### config.mk
export PLATFORM = sky130hd
export DESIGN_NAME = ccp_compare_event_pwm
export DESIGN_NICKNAME = d
export VERILOG_FILES = /design/src/design/ccp_pkg.sv /design/src/design/ccp_compare_event_pwm.sv /design/src/design/timer1_counter.sv /design/src/design/timer2_timebase.sv
export SDC_FILE = /design/constraint.sdc
export NUM_CORES = 1
export LEC_CHECK = 0
export BUFFER_PORTS_ARGS = -buffer_cell sky130_fd_sc_hd__buf_2
export CELL_PAD_IN_SITES_DETAIL_PLACEMENT = 1
export CELL_PAD_IN_SITES_GLOBAL_PLACEMENT = 1
export CORE_MARGIN = 2
export CORE_UTILIZATION = 40
export DETAILED_ROUTE_END_ITERATION = 10
export PLACE_DENSITY = 0.88
export SLEW_MARGIN = 20
export SYNTH_ARGS = -nofsm -noshare
export SYNTH_HDL_FRONTEND = slang
export SYNTH_SLANG_ARGS = --single-unit
### constraint.sdc
create_clock -name sys_clk -period 2.3 [get_ports sys_clk]
set_clock_uncertainty 0.2 [all_clocks]
set_input_delay 0.23 -clock sys_clk [delete_from_list [all_inputs] [get_ports sys_clk]]
set_output_delay 0.23 -clock sys_clk [all_outputs]
set_load 0.01 [all_outputs]
### src/design/ccp_pkg.sv
// constants shared by the compare/pwm unit and its two timers
// assumes an apb master with 8-bit byte addresses and 32-bit data
package ccp_pkg;
	// register byte offsets, one aligned word each
	localparam logic [7:0] CTRL_OFS = 8'h00;
	localparam logic [7:0] DUTY_LOW_OFS = 8'h04;
	localparam logic [7:0] DUTY_HIGH_OFS = 8'h08;
	localparam logic [7:0] PERIOD_OFS = 8'h0c;
	localparam logic [7:0] T2_COUNT_OFS = 8'h10;
	localparam logic [7:0] T1_COUNT_OFS = 8'h14;
	localparam logic [7:0] TCFG_OFS = 8'h18;
	localparam logic [7:0] STATUS_OFS = 8'h1c;
	// control register fields
	localparam int MODE_LSB = 0;
	localparam int DLB_LSB = 4;
	// timer configuration fields
	localparam int T1_ON_BIT = 0;
	localparam int T1_EXT_BIT = 1;
	localparam int T2_PRE_LSB = 2;
	localparam int T2_ON_BIT = 4;
	// status flag positions
	localparam int MATCH_FLAG_BIT = 0;
	localparam int T2_FLAG_BIT = 1;
	localparam int T1_OVF_FLAG_BIT = 2;
	// mode select codes
	localparam logic [3:0] MODE_OFF = 4'h0;
	localparam logic [3:0] MODE_SW_IRQ = 4'ha;
	localparam logic [3:0] MODE_SPECIAL = 4'hb;
	localparam logic [1:0] MODE_CMP_GRP = 2'h2;
	localparam logic [1:0] MODE_PWM_GRP = 2'h3;
	// timer2 prescale selections
	localparam logic [1:0] PRE_1 = 2'h0;
	localparam logic [1:0] PRE_4 = 2'h1;
	// reset values
	localparam logic [7:0] PERIOD_RST = 8'hff;
	localparam logic [31:0] RDATA_ZERO = 32'h0000_0000;
	// oscillator timing: one osc period per sys_clk
	localparam int OSC_PERIOD_NS = 10;
	localparam int OSC_PER_INSTR = 4;
	localparam logic [1:0] PHASE_LAST = 2'(OSC_PER_INSTR - 1);
endpackage : ccp_pkg

### src/design/ccp_compare_event_pwm.sv
// compare special modes and pwm generator behind an apb slave
// assumes one 100 MHz clock; t1_ext_in is an unsynchronised pin
//
// Decided for this implementation: the register addresses and the APB interface to the registers.
`timescale 1ns/100ps
module ccp_compare_event_pwm import ccp_pkg::*; #(
	parameter int T1_WIDTH = 16,
	parameter int T2_WIDTH = 8
) (
	input wire logic sys_clk, // system clock, 100 MHz
	input wire logic resetn, // async reset, active low
	input wire logic psel, // apb select
	input wire logic penable, // apb access phase
	input wire logic pwrite, // apb write
	input wire logic [7:0] paddr, // apb byte address
	input wire logic [31:0] pwdata, // apb write data
	output logic [31:0] prdata, // apb read data
	output logic pready, // apb ready
	output logic pslverr, // apb error on unmapped address
	input wire logic t1_ext_in, // external timer1 clock pin
	input wire logic adc_enable, // converter is enabled
	output logic adc_start, // pulse: start a conversion
	output logic special_event, // level: special event trigger
	output logic unit_output_pin_o, // output pin level
	output logic unit_output_pin_oe_n // output enable, low drives
);
	if (T1_WIDTH != 16 || T2_WIDTH != 8) begin : g_chk
		$error("ccp_compare_event_pwm: timer widths are fixed");
	end

	localparam int DUTY_W = T2_WIDTH + 2;

	logic [3:0] mode_q;
	logic [1:0] dlb_q;
	logic [7:0] duty_low_q;
	logic [7:0] duty_high_q;
	logic [1:0] latch_q;
	logic [7:0] period_q;
	logic [4:0] tcfg_q;
	logic [2:0] flags_q;
	logic [1:0] phase_q;
	logic [2:0] ext_sync_q;
	logic match_prev_q;
	logic period_end_q;
	logic out_q;
	logic adc_start_q;
	logic [31:0] prdata_q;
	logic pslverr_q;

	logic wr;
	logic setup_rd;
	logic [31:0] rd_val;
	logic mapped;
	logic pwm_mode;
	logic special_mode;
	logic match;
	logic t1_tick;
	logic t1_clear;
	logic t1_load;
	logic t1_ovf;
	logic [15:0] t1_count;
	logic t2_load;
	logic [7:0] t2_count;
	logic [1:0] t2_low;
	logic period_end;
	logic [DUTY_W-1:0] timebase;
	logic [DUTY_W-1:0] duty_buf;
	logic [DUTY_W-1:0] duty_next;
	logic ctrl_zero_wr;
	logic [2:0] flag_set;
	logic [2:0] flag_clr;

	// apb decode; every register answers with no wait state
	assign wr = psel && penable && pwrite;
	assign setup_rd = psel && !penable;
	assign pready = psel && penable;
	assign prdata = prdata_q;
	assign pslverr = pslverr_q;
	assign ctrl_zero_wr = wr && (paddr == CTRL_OFS) &&
		(pwdata[7:0] == 8'h00);

	// mode grouping
	assign pwm_mode = (mode_q[3:2] == MODE_PWM_GRP);
	assign special_mode = (mode_q == MODE_SPECIAL);

	// control: mode select and the two low duty bits
	always_ff @(posedge sys_clk or negedge resetn) begin
		if (!resetn) begin
			mode_q <= MODE_OFF;
			dlb_q <= 2'h0;
		end else if (wr && paddr == CTRL_OFS) begin
			mode_q <= pwdata[MODE_LSB +: 4];
			dlb_q <= pwdata[DLB_LSB +: 2];
		end
	end

	// low compare/duty byte may be written in any mode
	always_ff @(posedge sys_clk or negedge resetn) begin
		if (!resetn) begin
			duty_low_q <= 8'h00;
		end else if (wr && paddr == DUTY_LOW_OFS) begin
			duty_low_q <= pwdata[7:0];
		end
	end

	// high byte and hidden latch form the active duty buffer;
	// in pwm software cannot touch it, so the pin never glitches
	always_ff @(posedge sys_clk or negedge resetn) begin
		if (!resetn) begin
			duty_high_q <= 8'h00;
			latch_q <= 2'h0;
		end else if (pwm_mode) begin
			if (period_end) begin
				duty_high_q <= duty_low_q;
				latch_q <= dlb_q;
			end
		end else if (wr && paddr == DUTY_HIGH_OFS) begin
			duty_high_q <= pwdata[7:0];
		end
	end

	// period limit and timer configuration
	always_ff @(posedge sys_clk or negedge resetn) begin
		if (!resetn) begin
			period_q <= PERIOD_RST;
			tcfg_q <= 5'h00;
		end else if (wr) begin
			if (paddr == PERIOD_OFS) begin
				period_q <= pwdata[7:0];
			end
			if (paddr == TCFG_OFS) begin
				tcfg_q <= pwdata[4:0];
			end
		end
	end

	// instruction phase, and the external pin through two flops
	// before the edge detector looks at it
	always_ff @(posedge sys_clk or negedge resetn) begin
		if (!resetn) begin
			phase_q <= 2'h0;
			ext_sync_q <= 3'h0;
		end else begin
			phase_q <= phase_q + 2'h1;
			ext_sync_q <= {ext_sync_q[1:0], t1_ext_in};
		end
	end

	// timer1 steps on the instruction clock or a synced pin edge;
	// a truly asynchronous counter is not offered at all
	assign t1_tick = tcfg_q[T1_ON_BIT] && (tcfg_q[T1_EXT_BIT] ?
		(ext_sync_q[1] && !ext_sync_q[2]) :
		(phase_q == PHASE_LAST));
	assign t1_load = wr && (paddr == T1_COUNT_OFS);

	// compare value against the live count, no register between
	assign match = (t1_count == {duty_high_q, duty_low_q});
	assign special_event = special_mode && match;
	// match is looked at again on the tick, so a changed compare
	// value in between cancels the clear
	assign t1_clear = t1_tick && special_mode && match;

	timer1_counter #(
		.WIDTH(T1_WIDTH)
	) u_timer1 (
		.sys_clk(sys_clk),
		.resetn(resetn),
		.tick(t1_tick),
		.clear(t1_clear),
		.load(t1_load),
		.load_val(pwdata[15:0]),
		.count_q(t1_count),
		.overflow(t1_ovf)
	);

	// timer2 and its prescaler; no postscaler feeds the period
	assign t2_load = wr && (paddr == T2_COUNT_OFS);

	timer2_timebase #(
		.WIDTH(T2_WIDTH)
	) u_timer2 (
		.sys_clk(sys_clk),
		.resetn(resetn),
		.run(tcfg_q[T2_ON_BIT]),
		.pre_sel(tcfg_q[T2_PRE_LSB +: 2]),
		.limit(period_q),
		.load(t2_load),
		.load_val(pwdata[7:0]),
		.count_q(t2_count),
		.low_bits(t2_low),
		.period_end(period_end)
	);

	assign timebase = {t2_count, t2_low};
	assign duty_buf = {duty_high_q, latch_q};
	assign duty_next = {duty_low_q, dlb_q};

	// period end delayed one cycle so the set lines up with the
	// clear: the pin then stands high for exactly duty time-base steps
	always_ff @(posedge sys_clk or negedge resetn) begin
		if (!resetn) begin
			period_end_q <= 1'b0;
		end else begin
			period_end_q <= period_end && pwm_mode;
		end
	end

	// output latch: set after period end, cleared at duty match;
	// a duty past the last time-base value never matches
	always_ff @(posedge sys_clk or negedge resetn) begin
		if (!resetn) begin
			out_q <= 1'b0;
		end else if (ctrl_zero_wr) begin
			out_q <= 1'b0;
		end else if (pwm_mode) begin
			if (period_end_q) begin
				out_q <= (duty_buf != '0);
			end else if (timebase == duty_buf) begin
				out_q <= 1'b0;
			end
		end
	end

	// the pin is driven only in pwm; both compare special modes
	// leave it to the port logic
	assign unit_output_pin_o = out_q;
	assign unit_output_pin_oe_n = !pwm_mode;

	// conversion start on the rising match in special event mode
	always_ff @(posedge sys_clk or negedge resetn) begin
		if (!resetn) begin
			match_prev_q <= 1'b0;
			adc_start_q <= 1'b0;
		end else begin
			match_prev_q <= match;
			adc_start_q <= special_mode && match && !match_prev_q &&
				adc_enable;
		end
	end
	assign adc_start = adc_start_q;

	// sticky flags, write one to clear; a set in the same cycle wins
	assign flag_set[MATCH_FLAG_BIT] = (mode_q[3:2] == MODE_CMP_GRP) &&
		match && !match_prev_q;
	assign flag_set[T2_FLAG_BIT] = period_end;
	assign flag_set[T1_OVF_FLAG_BIT] = t1_ovf;
	assign flag_clr = (wr && paddr == STATUS_OFS) ? pwdata[2:0] : 3'h0;

	always_ff @(posedge sys_clk or negedge resetn) begin
		if (!resetn) begin
			flags_q <= 3'h0;
		end else begin
			flags_q <= (flags_q & ~flag_clr) | flag_set;
		end
	end

	// read mux; unused bits read zero
	always_comb begin
		rd_val = RDATA_ZERO;
		mapped = 1'b1;
		unique case (paddr)
			CTRL_OFS: rd_val[7:0] = {2'h0, dlb_q, mode_q};
			DUTY_LOW_OFS: rd_val[7:0] = duty_low_q;
			DUTY_HIGH_OFS: rd_val[7:0] = duty_high_q;
			PERIOD_OFS: rd_val[7:0] = period_q;
			T2_COUNT_OFS: rd_val[7:0] = t2_count;
			T1_COUNT_OFS: rd_val[15:0] = t1_count;
			TCFG_OFS: rd_val[4:0] = tcfg_q;
			STATUS_OFS: rd_val[2:0] = flags_q;
			default: mapped = 1'b0;
		endcase
	end

	// read data and error are caught in the setup cycle so they
	// come from flops; the value is one cycle older than the access
	always_ff @(posedge sys_clk or negedge resetn) begin
		if (!resetn) begin
			prdata_q <= RDATA_ZERO;
			pslverr_q <= 1'b0;
		end else if (setup_rd) begin
			prdata_q <= pwrite ? RDATA_ZERO : rd_val;
			pslverr_q <= !mapped;
		end
	end
endmodule : ccp_compare_event_pwm

### src/design/timer1_counter.sv
// 16-bit up counter stepped by a one-cycle tick
// assumes tick, clear and load come from logic on sys_clk
`timescale 1ns/100ps
module timer1_counter import ccp_pkg::*; #(
	parameter int WIDTH = 16
) (
	input wire logic sys_clk, // system clock
	input wire logic resetn, // async reset, active low
	input wire logic tick, // one step of the timer clock
	input wire logic clear, // reset the count at this tick
	input wire logic load, // software write of the count
	input wire logic [WIDTH-1:0] load_val, // value written
	output logic [WIDTH-1:0] count_q, // current count
	output logic overflow // pulse: count wrapped
);
	if (WIDTH < 2) begin : g_chk
		$error("timer1_counter: WIDTH too small");
	end

	// a special-event clear replaces the wrap, so no overflow is seen
	assign overflow = tick && !load && !clear && (&count_q);

	// load beats tick so a software write is never lost
	always_ff @(posedge sys_clk or negedge resetn) begin
		if (!resetn) begin
			count_q <= '0;
		end else if (load) begin
			count_q <= load_val;
		end else if (tick) begin
			count_q <= clear ? '0 : count_q + WIDTH'(1);
		end
	end
endmodule : timer1_counter

### src/design/timer2_timebase.sv
// 8-bit period timer with prescaler, giving a 10-bit time base
// assumes limit and prescale come from registers on sys_clk
`timescale 1ns/100ps
module timer2_timebase import ccp_pkg::*; #(
	parameter int WIDTH = 8
) (
	input wire logic sys_clk, // system clock, one osc period
	input wire logic resetn, // async reset, active low
	input wire logic run, // timer2 enabled
	input wire logic [1:0] pre_sel, // prescale 1, 4 or 16
	input wire logic [WIDTH-1:0] limit, // period limit
	input wire logic load, // software write of the count
	input wire logic [WIDTH-1:0] load_val, // value written
	output logic [WIDTH-1:0] count_q, // timer2 count
	output logic [1:0] low_bits, // two lower time-base bits
	output logic period_end // pulse: count cleared at limit
);
	logic [5:0] sub_q;
	logic [5:0] sub_max;
	logic step;

	if (WIDTH < 2) begin : g_chk
		$error("timer2_timebase: WIDTH too small");
	end

	// osc phases at 1:1, else the top prescaler bits
	always_comb begin
		unique case (pre_sel)
			PRE_1: begin
				sub_max = 6'h03;
				low_bits = sub_q[1:0];
			end
			PRE_4: begin
				sub_max = 6'h0f;
				low_bits = sub_q[3:2];
			end
			default: begin
				sub_max = 6'h3f;
				low_bits = sub_q[5:4];
			end
		endcase
	end

	assign step = run && !load && (sub_q == sub_max);
	assign period_end = step && (count_q == limit);

	// a stopped timer holds both count and prescaler
	always_ff @(posedge sys_clk or negedge resetn) begin
		if (!resetn) begin
			sub_q <= '0;
			count_q <= '0;
		end else if (load) begin
			sub_q <= '0;
			count_q <= load_val;
		end else if (run) begin
			sub_q <= step ? '0 : sub_q + 6'h01;
			if (period_end) begin
				count_q <= '0;
			end else if (step) begin
				count_q <= count_q + WIDTH'(1);
			end
		end
	end
endmodule : timer2_timebase

==> results of run 1 <==
## sequential cells by signal, indices dropped and copies added (netlist names)
signal,cells
u_timer2.count_q,8
duty_low_q,8
ext_sync_q,3
adc_start,1
phase_q,2
prdata,16
pslverr,1
mode_q,4
unit_output_pin_o,1
tcfg_q,5
u_timer2.sub_q,6
duty_high_q,8
period_end_q,1
dlb_q,2
latch_q,2
match_prev_q,1
flags_q,3
u_timer1.count_q,16
period_q,8
## worst reg2reg max path, stage by stage, from the launching register on
cell      delay [ns]
dfrtp_1         0.42
buf_4           0.18
o211ai_1        0.41
a221oi_4        0.14
buf_4           0.17
a32o_1          0.22
a32o_2          0.26
buf_8           0.16
mux2_4          0.31
## stage by stage
stage               hold slack (ns)  instances  total power (uW)  util (%)  area, um^2
CTS                        0.005167        879              4405     50.42        6918
floorplan                   -0.2656        602              2386         -        5628
detailed placement         -0.09355        848              2713     46.37        6362
global route                0.02553        886              4636     51.66        7088
global placement           -0.09927        848              2650     46.37        6362
finish                     0.006447        886              4476     51.66        7088
## layer usage
layer	share of wire [%]	wire, um	track usage (%)	up-vias
met2	49	10580	49.16	291
met1	39	8446	34.88	2782
met3	7.3	1562	5.290	81
met5	0	0	0	-
li1	-	-	-	2293
met4	4.4	956	11.85	0
## kinds of logic after synthesis
| group | synth area share, % |
|---|---|
| muxes | 11.14 |
| other | 0.06731 |
| AOI/OAI and AO/OA | 12.98 |
| buffers and inverters | 5.726 |
| DFF | 43.30 |
| and+or+nand+nor | 20.23 |
| xor gates and xnor gates | 5.659 |
| adders and majority gates | 0.8983 |
## area by class of cell
class	count	area, um^2
repair buffers	141	1016
clock buffers	13	250.2
well taps	180	225.2
clock inverters	3	65.06
fillers	1561	6631
flip-flops and latches	96	2420
inverters	10	37.54
multi-input cells	443	3074
## synth_stat cells (all sizes together), types with 3 or more instances
library cell / instances / share of area, %
a21oi: 14 / 1.3
a221oi: 9 / 1.4
a22o: 10 / 1.6
a22oi: 11 / 1.5
a2bb2oi: 5 / 0.79
a31oi: 10 / 1.1
and2: 4 / 0.45
and3: 12 / 1.3
buf: 21 / 2.8
clkbuf: 32 / 2.2
dfrtp: 88 / 40
dfstp: 8 / 3.8
ha: 4 / 0.90
inv: 10 / 0.67
mux2: 38 / 7.7
mux2i: 8 / 1.4
mux4: 5 / 2.0
nand2: 83 / 5.6
nand2b: 3 / 0.34
nand3: 27 / 2.4
nand3b: 8 / 1.1
nand4: 10 / 1.1
nor2: 37 / 2.5
nor2b: 8 / 0.90
nor3: 10 / 0.90
nor4: 17 / 2.6
o21ai: 35 / 3.1
o31ai: 3 / 0.40
or3: 3 / 0.34
xnor2: 18 / 2.8
xor2: 18 / 2.8
## worst max path at each step
stage	from	to	slack (ns)
6_report	tcfg_q[3]	duty_high_q[4]	-0.28
5_1_grt	tcfg_q[3]	duty_high_q[4]	-0.36
4_1_cts	u_timer2.sub_q[3]	duty_high_q[4]	-0.13
3_5_place_dp	u_timer2.sub_q[3]	duty_high_q[4]	-0.26
3_3_place_gp	u_timer2.sub_q[3]	duty_high_q[5]	-0.23
2_1_floorplan	u_timer2.sub_q[3]	duty_high_q[0]	-0.12
## power by group
group          switching [uW]  internal [uW]  total, uW
Sequential               86.1           1760       1850
Combinational             571            400        971
Clock                     672            983       1650
Total                    1330           3150       4480
## what timing repair did
item,4_1_cts,5_1_grt
endpoints found under the hold margin,98,0
pin swaps,8,17
hold buffers,11,0
gates resized for setup,30,33
buffers inserted,5,7
setup endpoints to repair,28,25
gates cloned,0,0
==> results.yml, run 1 <==
global_routing:
  grt_pass1_wl_um: 31880
  track_usage_pct: 28.46
  grt_start_max_net_pins: 51
  antenna_found_initial: 0
  grt_pass1_vias: 5622
  globalRoute.totalOverflow: 0
pwr:
  power.density_nw_per_um2: 631.5
  p_leak_uw: 0.003195
  vdd_drop_max_mv: 0.3725
yosys:
  seq_area_frac_synth_pct: 43.30
  ys_warn_count: 0
  synth_cell_types: 51
  postSynthCellCount: 587
  async_flop_share_pct: 100.0
  syn_area_um2: 5572
  syn_avg_cell_area_um2: 9.492
  synth_seq_cells: 96
  synth_edf_count: 0
  synth_flop_cell: "dfrtp_1"
routing:
  drtIter0Drc: 580
  ant_nets: 0
  drt_wl_total_um: 21540
  drt_first_pass_iters: 5
  via_per_inst: 6.148
  drc: 0
  wl_per_cell_um: 24.32
  dr_total_vias: 5447
sta:
  finalHoldViolCount: 0
  rsz0062_at_grt: "true"
  setup_viol: 17
  period_share_pct: 112.3
  slew_viol_final: 0
  layout_setup_ws_ns: -0.2826
  layout_min_cycle_time_ns: 2.583
  worst_pin_slew_ns: 0.5955
  fin_setup_tns_ns: -2.702
  maxSlewHeadroom_pct: 60.15
  fmax_mhz: 387.2
setup_path:
  crit_family: "compound AO/OA/AOI/OAI gates"
  critPathMaxFanout: 8
  cp_num_cells: 8
  cp-end-kind: "flip-flop"
  cp_cell_sequence: "buf_4, o211ai_1, a221oi_4, buf_4, a32o_1, a32o_2, buf_8, mux2_4"
  ff2ff_path_depth: 8
  worstReg2RegStart: "tcfg_q[3]"
  worstPathRequired_ns: 2.34
  slowest_delay_ns: 0.42
  cp.buffers_inverters: 3
  criticalPathCategory: "reg -> reg"
  start_kind: "flip-flop"
  reg2reg_to: "duty_high_q[4]"
  rrSetupSlack_ns: -0.28
  cpMostUsedCell: "buf_4"
  cpMaxStageDelayCell: "dfrtp_1"
  arrival_ns: 2.63
finish:
  nets: 752
  synthToLayoutAreaGrowth_pct: 27.22
  n_antenna_cell: 0
  final_cell_mix: "dfrtp_1 (82), nand2_1 (81), buf_4 (72), buf_2 (50), nor2_1 (36)"
  mostFrequentLayoutCell: "dfrtp_1"
  final_layout_size_suffix_gt1_share_pct: 32.15
floorplanning:
  std_cell_rows: 43
  core_area_um2: 13720
  chipHeight_um: 122.0
  dieWidth_um: 122.0
  initial_utilization_pct: 40.61
  ios: 85
  die-area_um2: 14890
flow_run:
  cap_violations: 0
clock_tree:
  clk_pin_slew_ns: 0.07
  clockBufferDepth: 2
  cts_tree: "built"
  cts_sinks: 96
  cts_buffers: 9
  root_buffer: "clkbuf_16"
  htreeDepth: 3
  clk_latency_ns: 0.37
worst_hold_path:
  hold_start: "pwdata[12]"
  holdPathEnd: "u_timer1.count_q[12]"
  hold_class: "in -> reg"
  min_path_cells: 3
status:
  status: "complete, but fails checks"
  failed_checks: "setup timing"
place:
  io_buffers: 52
  dpl_worst_slack_ns: -0.2632
  hpwl_um: 14100
  gp_congestion: 0.9629
No activity file was read; power rests on OpenSTA's default activity.
==> run 2: changes to the inputs <==
BUFFER_PORTS_ARGS = not set   (was -buffer_cell sky130_fd_sc_hd__buf_2)
CORE_UTILIZATION = 44   (was 40)
DONT_BUFFER_PORTS = 1   (was not set)
PLACE_DENSITY = 0.87   (was 0.88)
==> run 2 against run 1 <==
The flow finishes with violations (hold timing, setup timing). Final cell count shrank 5.5%. First-iteration DRC count decreased by 4.1%. Core utilization rose by 3.4 points. Die area is 8.8% lower. Via count decreased by 3.1%. Cell area is 3.1% lower. Combinational power decreased by 2.3%.
==> results.yml, run 2 (synthesis results as in run 1) <==
routing:
  drtIter0Drc: 556
  drc: 0
  dr_total_vias: 5278
  wl_per_cell_um: 25.37
  via_per_inst: 6.306
  ant_nets: 0
  drt_wl_total_um: 21240
  drt_first_pass_iters: 6
finish:
  final_cell_mix: "dfrtp_1 (87), nand2_1 (81), buf_4 (72), mux2_2 (35), nor2_1 (34)"
  fin_util_pct: 55.08
  mostFrequentLayoutCell: "dfrtp_1"
  synthToLayoutAreaGrowth_pct: 23.24
  n_antenna_cell: 0
  final_layout_size_suffix_gt1_share_pct: 26.62
  nets: 711
  layout.cells.non_filler: 837
global_routing:
  globalRoute.totalOverflow: 0
  grt_pass1_wl_um: 31190
  track_usage_pct: 31.06
  antenna_found_initial: 0
  grt_pass1_vias: 5600
  grt_start_max_net_pins: 97
clock_tree:
  cts_buffers: 9
  cts_sinks: 96
  clockBufferDepth: 2
  clk_latency_ns: 0.36
  htreeDepth: 3
  root_buffer: "clkbuf_16"
  postCtsHoldBufs: 22
  clk_pin_slew_ns: 0.07
  cts_tree: "built"
floorplanning:
  core_area_um2: 12470
  initial_utilization_pct: 44.70
  std_cell_rows: 41
  ios: 85
  dieWidth_um: 116.5
  chipHeight_um: 116.5
  die-area_um2: 13580
setup_path:
  worstReg2RegStart: "period_q[2]"
  ff2ff_path_depth: 7
  arrival_ns: 2.56
  cp-end-kind: "flip-flop"
  reg2reg_to: "duty_high_q[6]"
  start_kind: "flip-flop"
  criticalPathCategory: "reg -> reg"
  rrSetupSlack_ns: -0.22
  worstPathRequired_ns: 2.34
  critPathMaxFanout: 8
sta:
  setup_viol: 15
  maxSlewHeadroom_pct: 57.81
  worst_pin_slew_ns: 0.6305
  slew_viol_final: 0
  layout_setup_ws_ns: -0.2173
  layout_min_cycle_time_ns: 2.517
  finalHoldViolCount: 96
  period_share_pct: 109.4
  fmax_mhz: 397.2
  rsz0062_at_grt: "true"
  fin_hold_ws_ns: -0.6397
place:
  hpwl_um: 13700
  io_buffers: 0
  placed_cells: 788
  gp_congestion: 0.9184
status:
  status: "complete, but fails checks"
  failed_checks: "hold timing, setup timing"
pwr:
  p_leak_uw: 0.002978
  p_seq_share_pct: 42.2
  p_switching_uw: 1300
  power.internal_uw: 3038
  swShare_pct: 29.96
  combPwrFrac_pct: 21.9
  vdd_drop_max_mv: 0.5151
  clkPwrFrac_pct: 36.0
  power.density_nw_per_um2: 631.7
flow_run:
  cap_violations: 0
worst_hold_path:
  hold_class: "in -> async"
-- run 2: changes by cell type in the layout (fill, tap and decap cells not counted), sizes merged --
cell / delta
buf: -52
bufinv: -1
clkbuf: -2
clkinvlp: +1
dlygate4sd3: +11
inv: +2
-- run 2: metrics by stage --
step                setup slack (ns)  cell area [um^2]  total power (uW)  hold WS, ns  setup TNS [ns]
finish                       -0.2173              6867              4337      -0.6397          -1.989
global route                 -0.2244              6867              4484      -0.6528          -3.167
CTS                          -0.1173              6715              4269      -0.6505         -0.9378
detailed placement           -0.3716              6077              2625      -0.2640          -3.182
global placement             -0.1714              6077              2565      -0.2635          -1.350
floorplan                    -0.1217              5628              2386      -0.2656         -0.9629
-- run 2: metal layers --
layer / vias to the layer above / GRT usage (%) / wire length, um
met5: - / 0 / 0
met4: 0 / 18.90 / 1112
met3: 90 / 8.147 / 1564
met2: 279 / 53.72 / 10680
met1: 2685 / 34.21 / 7879
li1: 2224 / - / -
-- run 2: final cells by class --
class / instances / area [um^2]
inverter: 10 / 37.54
multi-input combinational: 443 / 3058
timing repair buffer: 100 / 845.8
tap: 172 / 215.2
sequential: 96 / 2414
fill: 1395 / 5599
clock buffer: 11 / 232.7
clock inverter: 5 / 63.81
-- run 2: worst max-delay path, stage by stage (launching register included) --
cell and delay (ns):
dfstp_2 0.56, xor2_1 0.09, nor4_2 0.41, and2_1 0.26, a32o_2 0.23, a32o_2 0.14
buf_6 0.15, mux2_2 0.36
-- run 2: worst max path at each step --
stage	end	cells after the start	from	slack (ns)
final	duty_high_q[6]	7	period_q[2]	-0.22
after global routing	duty_high_q[6]	7	period_q[2]	-0.22
after CTS	duty_high_q[2]	6	u_timer2.sub_q[3]	-0.12
after detailed placement	duty_high_q[7]	6	u_timer2.sub_q[3]	-0.37
after global placement	duty_high_q[6]	6	u_timer2.sub_q[3]	-0.17
after floorplan	duty_high_q[0]	7	u_timer2.sub_q[3]	-0.12
-- run 2: repair_timing --
item                                    4_1_cts  5_1_grt
pin swaps                                     7       10
resized for setup                            15       32
endpoints found under the setup margin       25       31
hold endpoints to repair                    168       96
setup buffers                                 7        6
-- run 2: power groups by stage --
stage / clock network [uW] / logic, uW / registers [uW]
floorplan: 0 / 518 / 1870
global placement: 0 / 717 / 1850
detailed placement: 0 / 770 / 1850
CTS: 1580 / 871 / 1820
global route: 1640 / 1010 / 1830
finish: 1560 / 949 / 1830
==> run 3: changes to the inputs <==
ABC_AREA = 1   (was not set)
CORE_UTILIZATION = 42   (was 44)
==> run 3 against run 2 <==
The flow finishes with violations (hold timing). Critical path depth stayed put. Critical path type is now reg -> out. Synthesized cell count increased by 36%. Fmax increased by 16%. Highest routed layer unchanged. Clock power up 4%. Combinational power decreased by 72%. First-iteration DRC count is 34% lower. Register-to-register slack improved by 0.44 ns.
==> results.yml, run 3 <==
status:
  status: "complete, but fails checks"
  failed_checks: "hold timing"
global_routing:
  track_usage_pct: 26.20
  grt_pass1_vias: 5553
  globalRoute.totalOverflow: 0
  grt_start_max_net_pins: 97
  grt_pass1_wl_um: 29910
  antenna_found_initial: 0
finish:
  multi_input_area_um2: 2983
  final_cell_mix: "nand2_1 (235), inv_1 (102), dfrtp_1 (83), nor2_1 (58), o21ai_0 (58)"
  regArea_um2: 2419
  final_layout_size_suffix_gt1_share_pct: 9.443
  nFillCells: 1761
  layout.cells.non_filler: 1006
  mostFrequentLayoutCell: "nand2_1"
  n_antenna_cell: 0
  synthToLayoutAreaGrowth_pct: 10.72
  nets: 872
setup_path:
  arrival_ns: 1.75
  cp-end-kind: "output pin"
  cpMaxStageDelayCell: "dfrtp_2"
  criticalPathCategory: "reg -> out"
  worstPathRequired_ns: 1.87
  critPathMaxFanout: 5
  cp_cell_sequence: "xor2_1, nor2_1, nand2_1, nor2_1, and2_4, nand2_1, nor2_2"
  start_kind: "flip-flop"
  slowest_delay_ns: 0.48
pwr:
  power.density_nw_per_um2: 551.9
  clkPwrFrac_pct: 44.5
  p_switching_uw: 940.2
  combPwrFrac_pct: 7.3
  p_seq_share_pct: 48.2
  total_power_uw: 3653
  vdd_drop_max_mv: 0.3397
  swShare_pct: 25.74
  p_leak_uw: 0.003282
  power.internal_uw: 2713
yosys:
  synth_top_cell_by_area: "dfrtp_1"
  synth_seq_cells: 96
  yosys-top-cells-area: "dfrtp_1 (37%), nand2_1 (15%), inv_1 (6.4%)"
  async_flop_share_pct: 100.0
  synth_flop_cell: "dfrtp_1"
  seq_area_frac_synth_pct: 40.35
  yosysMostFrequentCell: "nand2_1"
  postSynthCellCount: 799
  syn_avg_cell_area_um2: 7.482
  synth_edf_count: 0
  synth_commonest_cells: "nand2_1 (235), inv_1 (102), dfrtp_1 (88), nor2_1 (60), o21ai_0 (58)"
  syn_area_um2: 5978
  netlist.area_leader.share_pct: 36.84
  ys_warn_count: 0
  synth_cell_types: 41
clock_tree:
  htreeDepth: 3
  clockBufferDepth: 2
  post_cts_buffers: 0
  clk_pin_slew_ns: 0.07
  cts_buffers: 9
  root_buffer: "clkbuf_16"
  clk_latency_ns: 0.37
  cts_tree: "built"
  cts_sinks: 96
routing:
  wl_per_cell_um: 18.46
  drtIter0Drc: 366
  drc: 0
  drt_first_pass_iters: 4
  dr_total_vias: 5455
  ant_nets: 0
  drt_wl_total_um: 18570
  via_per_inst: 5.422
sta:
  fmax_mhz: 459.0
  rsz0062_at_grt: "false"
  slew_viol_final: 0
  maxSlewHeadroom_pct: 63.90
  layout_min_cycle_time_ns: 2.179
  worst_pin_slew_ns: 0.5395
  finalHoldViolCount: 98
  fin_setup_tns_ns: 0
  period_share_pct: 94.72
  fin_hold_ws_ns: -0.6474
  setup_viol: 0
floorplanning:
  ios: 85
  initial_utilization_pct: 43.07
  die-area_um2: 15200
  std_cell_rows: 43
  chipHeight_um: 123.3
  dieWidth_um: 123.3
  core_area_um2: 13880
place:
  hpwl_um: 13080
  placed_cells: 967
  gp_congestion: 0.8558
  io_buffers: 0
worst_hold_path:
  hold_class: "in -> async"
flow_run:
  cap_violations: 0
==> run 3: final cells by class <==
class | instances | area share [%]
clock inverters | 6 | 1.096
multi-input cells | 579 | 45.07
clock buffers | 10 | 3.611
repair buffers | 31 | 4.386
flip-flops and latches | 96 | 36.54
well taps | 180 | 3.403
inverters | 104 | 5.898
==> run 3: cells by family (layout without fill, tap and decap cells) <==
group	Yosys count	in the layout	share of synthesized area, %
fa+ha+maj	4	4	0.8372
flops	96	96	40.35
other cells	1	16	0.06273
simple gates	389	389	29.13
buf+inv	139	151	10.82
compound gates	133	133	13.37
xor+xnor	37	37	5.421
==> run 3: power groups by stage <==
stage / logic, uW / registers (uW) / clock network (uW)
after global placement: 210 / 1790 / 0
after floorplan: 186 / 1780 / 0
final: 265 / 1760 / 1630
after detailed placement: 217 / 1790 / 0
after CTS: 252 / 1760 / 1640
after global routing: 298 / 1760 / 1720
==> run 3: critical path, delay by kind of cell (launching register included) <==
| kind | cells | cell delay, ns |
|---|---|---|
| xor gates and xnor gates | 1 | 0.19 |
| and+or+nand+nor | 6 | 0.72 |
| DFF | 1 | 0.48 |
==> run 3: final timing paths <==
kind,from,slack (ns),cells after the start,to
worst max-delay path,duty_high_q[7],0.12,7,special_event
worst min-delay path,resetn,-0.65,0,prdata[12]
worst max register to register,tcfg_q[3],0.22,7,u_timer2.sub_q[4]
worst min register to register,ext_sync_q[0],0.16,0,ext_sync_q[1]
max in group asynchronous,resetn,2.27,0,period_q[1]
min in group sys_clk,pwdata[6],-0.04,2,duty_low_q[6]
==> run 3: metrics by stage <==
step | utilization (%) | setup slack [ns] | instance area [um^2]
6_report | 47.68 | 0.1214 | 6619
5_1_grt | 47.68 | 0.006049 | 6619
4_1_cts | 47.60 | 0.001399 | 6608
3_5_place_dp | 43.68 | 0.2616 | 6063
3_3_place_gp | 43.68 | 0.2991 | 6063
2_1_floorplan | - | 0.6263 | 6035
==> run 3: routing by layer <==
layer,GRT usage (%),vias to the layer above,part of all wire [%],wire [um]
li1,-,2572,-,-
met1,34.25,2701,43,7922
met2,43.13,144,49,9087
met3,4.935,38,5.5,1030
met4,9.943,0,2.9,532
met5,0,-,0,0
==> run 3: what timing repair did <==
action,CTS,global route
endpoints found under the setup margin,1,2
cloned,0,0
endpoints found under the hold margin,121,97
gates resized for setup,1,8
hold buffers,23,1
